[src/hdl/tcp_pkg.sv]
/*
 * package for the timer compare and pwm unit: register offsets, field
 * positions, reset values and mode codes.
 * assumes a 32-bit avalon-mm slave port with byte addresses, one word per
 * register, all fields in the low byte.
 */
`default_nettype none

package tcp_pkg;

	// ------------------------------------------------------------------
	// register map (byte offsets)
	// ------------------------------------------------------------------
	localparam int unsigned ADDR_W = 5;
	localparam logic [ADDR_W-1:0] OFF_CTRL_ON = 5'h00;
	localparam logic [ADDR_W-1:0] OFF_TIMER_CONTROL_TWO = 5'h04;
	localparam logic [ADDR_W-1:0] OFF_COMPARE_A_LOW_BYTE = 5'h08;
	localparam logic [ADDR_W-1:0] OFF_COMPARE_A_HIGH_BYTE = 5'h0c;
	localparam logic [ADDR_W-1:0] OFF_COMPARE_P_TOP_BYTE = 5'h10;
	localparam logic [ADDR_W-1:0] OFF_STATUS = 5'h14;

	// ------------------------------------------------------------------
	// field positions
	// ------------------------------------------------------------------
	localparam int unsigned BIT_TIMER_ON = 3;
	localparam int unsigned BIT_MODE_HI = 7;
	localparam int unsigned BIT_MODE_LO = 6;
	localparam int unsigned BIT_IO_HI = 5;
	localparam int unsigned BIT_IO_LO = 4;
	localparam int unsigned BIT_INIT_LEVEL = 3;
	localparam int unsigned BIT_POLARITY = 2;
	localparam int unsigned BIT_SWAP = 1;
	localparam int unsigned BIT_CLEAR_SEL = 0;
	localparam int unsigned BIT_A_FLAG = 0;
	localparam int unsigned BIT_P_FLAG = 1;
	localparam int unsigned BIT_PIN = 2;

	// ------------------------------------------------------------------
	// reset values
	// ------------------------------------------------------------------
	localparam logic [7:0] RST_BYTE = 8'h00;
	localparam logic [15:0] RST_COUNT = 16'h0000;

	// ------------------------------------------------------------------
	// mode and output-action codes
	// ------------------------------------------------------------------
	typedef enum logic [1:0] {
		TCP_MODE_CMP = 2'h0,
		TCP_MODE_CAP = 2'h1,
		TCP_MODE_PWM = 2'h2,
		TCP_MODE_TMR = 2'h3
	} tcp_mode_e;

	localparam logic [1:0] IO_NONE = 2'h0;   // compare: no change / pwm: inactive
	localparam logic [1:0] IO_LOW = 2'h1;    // compare: low / pwm: active
	localparam logic [1:0] IO_HIGH = 2'h2;   // compare: high / pwm: waveform
	localparam logic [1:0] IO_TOGGLE = 2'h3; // compare: toggle

endpackage : tcp_pkg

`default_nettype wire

[src/hdl/tcp_timer_unit.sv]
/*
 * compare and pwm part of a 16-bit timer: compare-a and compare-p registers,
 * compare-match output, timer/counter and pwm modes, two sticky flags and
 * one output pin, reached over avalon-mm with waitrequest.
 * assumes timer_tick_i is a one-cycle strobe from the clock-select logic on
 * clk_i; the pin mux outside resolves tp_out_o with tp_oe_o.
 */
`default_nettype none

// Notes on behaviour
// - compare-a is 16 bits in writable low and high bytes, reset zero.
// - compare-p byte matches only the counter top byte, every 256 clocks.
// - compare mode, clear-select low: clear on p match, set a and p flags.
// - clear-select high: clear on a match, only the a flag is raised.
// - in compare mode the pin changes only on compare-a match.
// - output-action field sets high, low or toggles; zero leaves pin alone.
// - timer-on rising loads the pin with the initial-level bit.
// - timer/counter mode counts like compare mode but leaves the pin.
// - pwm mode ignores clear-select; one compare sets period, other duty.
// - swap low: clear on compare-p, duty is compare-a.
// - swap high: clear on compare-a, duty is compare-p times 256.
// - duty at or above period holds the pwm output active.
// - pwm mode sets a flag on a match and p flag on p match.
// - pwm: initial-level picks active level, action field, polarity inverts.
// - forced output levels leave pwm counting and matching running.
// - pwm action codes: 00 inactive, 01 active, 10 waveform.
// - timer-on rising zeroes counter; falling stops and keeps the count.
// - polarity inverts the pin, no effect in timer/counter mode.
module tcp_timer_unit (
	input wire logic clk_i,
	input wire logic sys_rst_i,
	input wire logic timer_tick_i,
	input wire logic [tcp_pkg::ADDR_W-1:0] avs_address_i,
	input wire logic avs_read_i,
	input wire logic avs_write_i,
	input wire logic [3:0] avs_byteenable_i,
	input wire logic [31:0] avs_writedata_i,
	output logic [31:0] avs_readdata_o,
	output logic avs_waitrequest_o,
	output logic tp_out_o,
	output logic tp_oe_o,
	output logic compare_a_flag_o,
	output logic compare_p_flag_o
);
	import tcp_pkg::*;

	// ------------------------------------------------------------------
	// declarations
	// ------------------------------------------------------------------
	logic ack_q;
	logic wr_en;
	logic rd_en;
	logic [31:0] rdata_q;
	logic timer_on_q;
	logic on_prev_q;
	logic on_rise;
	logic [7:0] ctl_two_q;
	logic [7:0] cca_lo_q;
	logic [7:0] cca_hi_q;
	logic [7:0] ccp_q;
	logic [15:0] compare_a_value;
	logic [15:0] cnt_q;
	logic [15:0] cnt_next;
	logic a_match;
	logic p_match;
	logic clr_on_a;
	logic count_clr;
	logic a_evt;
	logic p_evt;
	logic a_flag_q;
	logic p_flag_q;
	logic out_q;
	logic pwm_act;
	logic pwm_lvl;
	logic pin_d;
	logic [16:0] period17;
	logic [16:0] duty17;
	tcp_mode_e mode;
	logic [1:0] io_sel;
	logic init_level;
	logic polarity;
	logic swap;
	logic clear_sel;

	// word-select decode, shared by the read mux and every write strobe
	function automatic logic sel(input logic [ADDR_W-1:0] a, input logic [ADDR_W-1:0] off);
		sel = (a[ADDR_W-1:2] == off[ADDR_W-1:2]);
	endfunction : sel

	// ------------------------------------------------------------------
	// avalon-mm slave
	// ------------------------------------------------------------------
	// one wait cycle per access so read data can come from a flop
	assign avs_waitrequest_o = (avs_read_i | avs_write_i) & ~ack_q;
	assign wr_en = avs_write_i & ack_q & avs_byteenable_i[0];
	assign rd_en = avs_read_i & ~ack_q;
	assign avs_readdata_o = rdata_q;

	// handshake phase
	always_ff @(posedge clk_i)
	begin
		if (sys_rst_i)
			ack_q <= 1'b0;
		else
			ack_q <= (avs_read_i | avs_write_i) & ~ack_q;
	end

	// read mux, unmapped words read as zero
	always_ff @(posedge clk_i)
	begin
		if (sys_rst_i)
			rdata_q <= 32'h0000_0000;
		else if (rd_en)
		begin
			rdata_q <= 32'h0000_0000;
			if (sel(avs_address_i, OFF_CTRL_ON))
				rdata_q[BIT_TIMER_ON] <= timer_on_q;
			if (sel(avs_address_i, OFF_TIMER_CONTROL_TWO))
				rdata_q[7:0] <= ctl_two_q;
			if (sel(avs_address_i, OFF_COMPARE_A_LOW_BYTE))
				rdata_q[7:0] <= cca_lo_q;
			if (sel(avs_address_i, OFF_COMPARE_A_HIGH_BYTE))
				rdata_q[7:0] <= cca_hi_q;
			if (sel(avs_address_i, OFF_COMPARE_P_TOP_BYTE))
				rdata_q[7:0] <= ccp_q;
			if (sel(avs_address_i, OFF_STATUS))
			begin
				rdata_q[BIT_A_FLAG] <= a_flag_q;
				rdata_q[BIT_P_FLAG] <= p_flag_q;
				rdata_q[BIT_PIN] <= tp_out_o;
			end
		end
	end

	// ------------------------------------------------------------------
	// configuration registers
	// ------------------------------------------------------------------
	always_ff @(posedge clk_i)
	begin
		if (sys_rst_i)
		begin
			timer_on_q <= 1'b0;
			ctl_two_q <= RST_BYTE;
			cca_lo_q <= RST_BYTE;
			cca_hi_q <= RST_BYTE;
			ccp_q <= RST_BYTE;
		end
		else if (wr_en)
		begin
			if (sel(avs_address_i, OFF_CTRL_ON))
				timer_on_q <= avs_writedata_i[BIT_TIMER_ON];
			if (sel(avs_address_i, OFF_TIMER_CONTROL_TWO))
				ctl_two_q <= avs_writedata_i[7:0];
			if (sel(avs_address_i, OFF_COMPARE_A_LOW_BYTE))
				cca_lo_q <= avs_writedata_i[7:0];
			if (sel(avs_address_i, OFF_COMPARE_A_HIGH_BYTE))
				cca_hi_q <= avs_writedata_i[7:0];
			if (sel(avs_address_i, OFF_COMPARE_P_TOP_BYTE))
				ccp_q <= avs_writedata_i[7:0];
		end
	end

	assign mode = tcp_mode_e'(ctl_two_q[BIT_MODE_HI:BIT_MODE_LO]);
	assign io_sel = ctl_two_q[BIT_IO_HI:BIT_IO_LO];
	assign init_level = ctl_two_q[BIT_INIT_LEVEL];
	assign polarity = ctl_two_q[BIT_POLARITY];
	assign swap = ctl_two_q[BIT_SWAP];
	assign clear_sel = ctl_two_q[BIT_CLEAR_SEL];
	assign compare_a_value = {cca_hi_q, cca_lo_q};

	// ------------------------------------------------------------------
	// counter and comparators
	// ------------------------------------------------------------------
	// edge of the on bit, seen one cycle after the write lands
	always_ff @(posedge clk_i)
	begin
		if (sys_rst_i)
			on_prev_q <= 1'b0;
		else
			on_prev_q <= timer_on_q;
	end

	assign on_rise = timer_on_q & ~on_prev_q;
	assign cnt_next = cnt_q + 16'h0001;
	assign a_match = (cnt_next == compare_a_value);
	// zero in compare-p becomes a match on wrap, i.e. 65536 clocks
	assign p_match = (cnt_next == {ccp_q, 8'h00});

	// pwm swaps which comparator clears; other modes use clear-select
	assign clr_on_a = (mode == TCP_MODE_PWM) ? swap : clear_sel;
	assign count_clr = clr_on_a ? a_match : p_match;
	assign a_evt = timer_on_q & timer_tick_i & a_match;
	// p flag is suppressed when compare-a clears outside pwm
	assign p_evt = timer_on_q & timer_tick_i & p_match
		& ((mode == TCP_MODE_PWM) | ~clear_sel);

	// counting keeps going whatever the pin does
	always_ff @(posedge clk_i)
	begin
		if (sys_rst_i)
			cnt_q <= RST_COUNT;
		else if (on_rise)
			cnt_q <= RST_COUNT;
		else if (timer_on_q & timer_tick_i)
			cnt_q <= count_clr ? RST_COUNT : cnt_next;
	end

	// ------------------------------------------------------------------
	// sticky flags, write one to clear; a new match wins over the clear
	// ------------------------------------------------------------------
	always_ff @(posedge clk_i)
	begin
		if (sys_rst_i)
		begin
			a_flag_q <= 1'b0;
			p_flag_q <= 1'b0;
		end
		else if (mode != TCP_MODE_CAP)
		begin
			if (a_evt)
				a_flag_q <= 1'b1;
			else if (wr_en & sel(avs_address_i, OFF_STATUS) & avs_writedata_i[BIT_A_FLAG])
				a_flag_q <= 1'b0;
			if (p_evt)
				p_flag_q <= 1'b1;
			else if (wr_en & sel(avs_address_i, OFF_STATUS) & avs_writedata_i[BIT_P_FLAG])
				p_flag_q <= 1'b0;
		end
	end

	assign compare_a_flag_o = a_flag_q;
	assign compare_p_flag_o = p_flag_q;

	// ------------------------------------------------------------------
	// compare-match output level
	// ------------------------------------------------------------------
	// compare-a of zero cannot match before a full wrap, hence forbidden
	always_ff @(posedge clk_i)
	begin
		if (sys_rst_i)
			out_q <= 1'b0;
		else if (on_rise)
			out_q <= init_level;
		else if (a_evt & (mode == TCP_MODE_CMP))
		begin
			case (io_sel)
				IO_LOW: out_q <= 1'b0;
				IO_HIGH: out_q <= 1'b1;
				IO_TOGGLE: out_q <= ~out_q;
				default: out_q <= out_q;
			endcase
		end
	end

	// ------------------------------------------------------------------
	// pwm waveform
	// ------------------------------------------------------------------
	assign period17 = swap ? {1'b0, compare_a_value}
		: ((ccp_q == 8'h00) ? 17'h1_0000 : {1'b0, ccp_q, 8'h00});
	assign duty17 = swap
		? ((ccp_q == 8'h00) ? 17'h1_0000 : {1'b0, ccp_q, 8'h00})
		: {1'b0, compare_a_value};
	assign pwm_act = (duty17 >= period17) | ({1'b0, cnt_q} < duty17);
	assign pwm_lvl = init_level ? pwm_act : ~pwm_act;

	// pin mux; single pulse code is out of scope and parks inactive
	always_comb
	begin
		pin_d = 1'b0;
		case (mode)
			TCP_MODE_CMP: pin_d = out_q ^ polarity;
			TCP_MODE_PWM:
			begin
				case (io_sel)
					IO_NONE: pin_d = ~init_level ^ polarity;
					IO_LOW: pin_d = init_level ^ polarity;
					IO_HIGH: pin_d = pwm_lvl ^ polarity;
					default: pin_d = ~init_level ^ polarity;
				endcase
			end
			default: pin_d = 1'b0;
		endcase
	end

	// registered pin keeps glitches off the pad
	always_ff @(posedge clk_i)
	begin
		if (sys_rst_i)
		begin
			tp_out_o <= 1'b0;
			tp_oe_o <= 1'b0;
		end
		else
		begin
			tp_out_o <= pin_d;
			tp_oe_o <= (mode == TCP_MODE_CMP) | (mode == TCP_MODE_PWM);
		end
	end
endmodule : tcp_timer_unit

`default_nettype wire

[config.mk]
export PLATFORM = sky130hd
export DESIGN_NAME = tcp_timer_unit
export DESIGN_NICKNAME = d
export VERILOG_FILES = /design/src/hdl/tcp_pkg.sv /design/src/hdl/tcp_timer_unit.sv
export SDC_FILE = /design/constraint.sdc
export NUM_CORES = 1
export LEC_CHECK = 0
export ABC_CLOCK_PERIOD_IN_PS = 3760
export BUFFER_PORTS_ARGS = -buffer_cell sky130_fd_sc_hd__buf_2
export CORE_MARGIN = 8
export CORE_UTILIZATION = 50
export CTS_CLUSTER_DIAMETER = 120
export DETAILED_ROUTE_END_ITERATION = 7
export MAX_ROUTING_LAYER = met4
export PLACE_DENSITY = 0.72
export SLEW_MARGIN = 5
export SYNTH_ARGS = -nofsm -noshare
export SYNTH_HDL_FRONTEND = slang
export SYNTH_SLANG_ARGS = --single-unit
[constraint.sdc]
create_clock -name clk_i -period 3.76 [get_ports clk_i]
set_input_delay 0.376 -clock clk_i [delete_from_list [all_inputs] [get_ports clk_i]]
set_output_delay 0.376 -clock clk_i [all_outputs]
set_load 0.01 [all_outputs]
**Word level (Yosys, flattened, before mapping)**

Cells that the tools add are included.

- Bits in registers: 64
- Logic and storage cells: 94
- Output and inout bits: 37

- Equal/unequal tests: 12
- Add/sub/neg operators: 1
- Bitwise operators: 27
- Order comparisons: 2
- Reduce and logical (&&, ||, !) cells: 16
- Mux-type cells: 22

Operators by type and width:

| cell | count |
|---|---|
| $mux 17 | 3 |
| $eq 16x16->1 | 2 |
| $mux 8 | 4 |
| $ge 17x17->1 | 1 |
| $lt 16x17->1 | 1 |
| $add 16x1->16 const B | 1 |
| $mux 16 | 1 |
| $reduce_and 2->1 | 8 |
| $and 1x1->1 | 13 |
| $mux 1 | 10 |
| $logic_not 8->1 | 1 |
| $eq 2x2->1 const B | 3 |
| $eq 3x2->1 const B | 2 |
| $eq 3x3->1 const B | 2 |
| $not 1->1 | 6 |
| $reduce_bool 2->1 | 3 |
| $or 1x1->1 | 4 |
| $pmux 1 s2 | 2 |
| $reduce_bool 4->1 | 1 |
| $xor 1x1->1 | 4 |
| $eq 3x1->1 const B | 1 |
| $logic_not 3->1 | 1 |
| $mux 3 | 1 |
| $pmux 1 s3 | 1 |
| 4 further kinds | 4 |

**Depth between registers and ports, before layout**

- Word-level depth: 10
- Gate-level depth with buffers: 13

**Worst setup path after synthesis**

OpenSTA, ideal clock, no wires.

- Path type: register to register
- From: reg ctl_two_q[1]
- To: reg tp_out_o
- Stages on the path, launching flop included: 14
- Arrival time: 2.958 ns
- Clock period less this slack: 3.073 ns
- Setup slack: 0.687 ns
- Path through: dfxtp_1 clkbuf_1 clkbuf_1 clkbuf_1 mux2i_1 ha_1 a21o_1 a21o_1 a21oi_1 o211a_1 o32a_1 mux2i_1 o21ai_0 and3b_1

- Word-level cells in the longest chain between the ends: 8
- Elaborated cells between the ends (all ways): 10
- Classes of those cells: order compare (2); mux (5); bitwise (3)

Ends and longest elaborated chain:

| item | RTL line | source |
|---|---|---|
| start, declared | tcp_timer_unit.sv:57 | `logic [7:0] ctl_two_q;` |
| start signal, assigned | tcp_timer_unit.sv:153 | `ctl_two_q <= avs_writedata_i[7:0];` |
| $mux 17, on equally long branches | tcp_timer_unit.sv:261, tcp_timer_unit.sv:258 |  |
| $ge 17x17->1 / $lt 16x17->1 (equally long branches) | tcp_timer_unit.sv:263 | `assign pwm_act = (duty17 >= period17) \| ({1'b0, cnt_q} < duty17);` |
| $or 1x1->1 (*) | tcp_timer_unit.sv:263 |  |
| $not 1->1 | tcp_timer_unit.sv:264 | `assign pwm_lvl = init_level ? pwm_act : ~pwm_act;` |
| $mux 1 (*) | tcp_timer_unit.sv:264 |  |
| $xor 1x1->1 (*) | tcp_timer_unit.sv:277 | `IO_HIGH: pin_d = pwm_lvl ^ polarity;` |
| $pmux 1 s2 (*) | tcp_timer_unit.sv:274 | `case (io_sel)` |
| $pmux 1 s2 (*) | tcp_timer_unit.sv:270 | `case (mode)` |
| end signal, assigned | tcp_timer_unit.sv:295 | `tp_out_o <= pin_d;` |
| end, declared | tcp_timer_unit.sv:40 | `output logic tp_out_o,` |

Every way passes the cells marked *; elsewhere a longest branch is shown, timed or not.
A chain may end at the register's enable or synchronous reset.

**Worst setup path after layout**

- From: reg cnt_q[1]
- To: reg cnt_q[5]

- Word-level cells in the longest chain between the ends: 4
- Elaborated cells between the ends (all ways): 5
- Classes of those cells: add/sub (1); eq/ne (2); mux (2)

Ends and longest elaborated chain:

| item | RTL line | source |
|---|---|---|
| start, declared | tcp_timer_unit.sv:62 | `logic [15:0] cnt_q;` |
| start signal, assigned | tcp_timer_unit.sv:205 | `cnt_q <= count_clr ? RST_COUNT : cnt_next;` |
| $add 16x1->16 (*) | tcp_timer_unit.sv:184 | `assign cnt_next = cnt_q + 16'h0001;` |
| $eq 16x16->1, on equally long branches | tcp_timer_unit.sv:187, tcp_timer_unit.sv:185 |  |
| $mux 1 | tcp_timer_unit.sv:191 | `assign count_clr = clr_on_a ? a_match : p_match;` |
| $mux 16 (*) | tcp_timer_unit.sv:205 |  |

Marks and branches as above.

==> metrics <==
drt drc=0; Most used DFF post-synth=dfxtp_1; drt first pass iters=5; H-tree levels=3; Clock Latency Late Sink=roughly 0.36 ns; CTS clk-pin slew, worst paths=about 0.08 ns; Port-buffer cells=29; setup ws final=between 0.3 and 0.4 ns; CP bufs+invs=1; Top cell by count, worst path=and4_1; standard-cell rows=36; final core occ=0.544; initial antenna violation count=0; setup_tns=0 ns; CTS tree=yes; commonest cells after routing, fill and taps aside=dfxtp_1 (64), nor2_1 (62), mux2i_1 (48); total wire length=between 10000 and 15000 um; distinct cell type count after synthesis=60; Area contributors post-synth=dfxtp_1 (26%), mux2i_1 (9.7%), ha_1 (6.8%); post-DP HPWL=around 9700 um; Overflow after GRT=0; DP Cell Count=721; delay-heaviest family, CP=compound AO/OA/AOI/OAI gates; crit-path max FO=10; Final Skew=roughly 0.0065 ns; count of state elements after synthesis=64; Required @ worst endpoint=4.01 ns; die width=~120 um; cts hold-fix bufs=0; FMAX=between 0.2 and 0.3 GHz; sequential-to-total area share from yosys stat=0.259; met2 WL=about 6200 um; WL met1=~5700 um; I/O Pins=between 80 and 90; Slew @ Worst Pin=around 1.2 ns; final setup vio count=0; Longest Clk Path Bufs=2; DR iter-0 viols=~380; Avg WL per Cell=between 15 and 20 um; Worst Path Arrival=about 3.6 ns; final critical-path share of the clock period=0.896; max-slew violation count=0; Syn Area/Cell=between 8 and 9 um2; number of max-cap violations=0; vias after detailed routing=about 4400; Layout Cells excl Fill=roughly 740; area leader, netlist=dfxtp_1; Num CTS Buffers=9; vias in the first global route=between 4000 and 5000; Nets=672; delay of the slowest critical-path stage=0.50 ns; status=finished clean; starting density of the core=0.511; core area=about 9700 um2; largest net degree at the start of global routing=just under 50; Post-CTS Setup Inserts=0; worst slack, placed=between 0.2 and 0.3 ns; post-synthesis async set-or-reset flop share=0; CTS Root Cell=clkbuf_8; Post-Synthesis Cell Area=4950 um2; Die Y=115 um; Pleak=2.06 nW; Clock Sinks=64; area grow syn2layout=6.47%; die area=13300 um2; GP Congestion=0.889; critical-path cell list=ha_1 -> and4_1 -> and4_1 -> xor3_1 -> a2111oi_1 -> o2111ai_1 -> o22ai_4 -> buf_12 -> a21oi_1 -> a31o_2; commonest non-fill, non-tap cell in the layout=dfxtp_1; Rel. slew slack=0.206; Final Hold Fails=0; Met3 Routed Length=960 um; CP startpoint kind=flip-flop; via/cell ratio=approximately 6.0; Final ANT Viol Nets=0; Pwr Density=273 nW/um2; worst min path class=input port to flip-flop; Cells after Synth=~600; EDFF count, synth=0; Crit Path Class=flip-flop to flip-flop; share of cells above drive strength 1=0.137; total track usage=0.209; RSZ-0062 raised after global routing=no; antenna fix cells=0; total power=1.44 mW; worst vdd ir=roughly 180 uV; Critical Path Sink Type=flip-flop; global-route wire length before repair=21500 um; post-CTS sizing=0; post-synth top area share=0.259; Highest Signal Layer=met4; Synth warnings=0; min Tclk post-route=between 3 and 4 ns; slowest library cell on the worst path=a2111oi_1
Yosys cell counts, types with 8 or more instances:
cell      count
nand3_1      33
a21oi_1      34
buf_4        29
nor2_1       62
mux2i_1      48
inv_1        19
ha_1         27
nand2_1      18
a21o_1        9
or4_1        14
xnor2_1      15
o21ai_0      21
nand4_1      14
mux2_2       12
nand2b_1     14
dfxtp_1      64
clkbuf_1     36
and4_1        8
a31o_1        9
per-stage QoR:
stage	area (um2)	hold slack, ns
finish	5270	0.317
CTS	5270	0.320
floorplan	5040	0.448
detailed placement	5060	0.492
global placement	5060	0.460
global route	5270	0.331
where the power goes:
group / switching (mW) / internal [mW] / total, mW / leakage [nW]
clock network: 0.306 / 0.326 / 0.632 / 0.0989
logic: 0.0766 / 0.0339 / 0.111 / 1.44
registers: 0.00759 / 0.687 / 0.694 / 0.518
final timing paths:
check,start,to,slack (ns),cells after the start
worst max register to register,cnt_q[1]$_SDFFE_PP0P_,cnt_q[5]$_SDFFE_PP0P_,0.39,10
worst min register to register,ack_q$_SDFF_PP0_,ack_q$_SDFF_PP0_,0.50,1
worst max-delay path,cnt_q[1]$_SDFFE_PP0P_,cnt_q[5]$_SDFFE_PP0P_,0.39,10
worst min-delay path,avs_write_i,ack_q$_SDFF_PP0_,0.32,3
cell type report:
type | instances | area (um2)
fill | 918 | 4410
multi-input combinational | 464 | 3300
sequential | 64 | 1280
timing repair buffer | 41 | 248
tap | 133 | 166
clock buffer | 10 | 138
inverter | 19 | 71.3
clock inverter | 6 | 67.6
registers in the layout, indices dropped and copies added, names as in the netlist:
name and cells:
cnt_q 16, avs_readdata_o 8, cca_hi_q 8, cca_lo_q 8
ccp_q 8, ctl_two_q 8, ack_q 1, compare_a_flag_o 1
compare_p_flag_o 1, on_prev_q 1, out_q 1, timer_on_q 1
tp_oe_o 1, tp_out_o 1
per-layer routing:
layer,GRT usage,up-vias
li1,-,2129
met1,0.262,2130
met2,0.330,158
met3,0.0386,23
met4,0.0692,0
met5,-,-
worst min-delay path, cell delays in order:
cell    delay, ns
buf_2        0.09
nor2_1       0.05
nor3_1       0.12
cell families after synthesis:
family,Yosys count,synth area share
mux,61,0.129
fa+ha+maj,27,0.0682
xor+xnor,26,0.0576
flops,64,0.259
buf+inv,92,0.0945
compound gates,115,0.158
simple gates,211,0.233
other cells,1,0.000758
(Power assumes the default switching activity.)
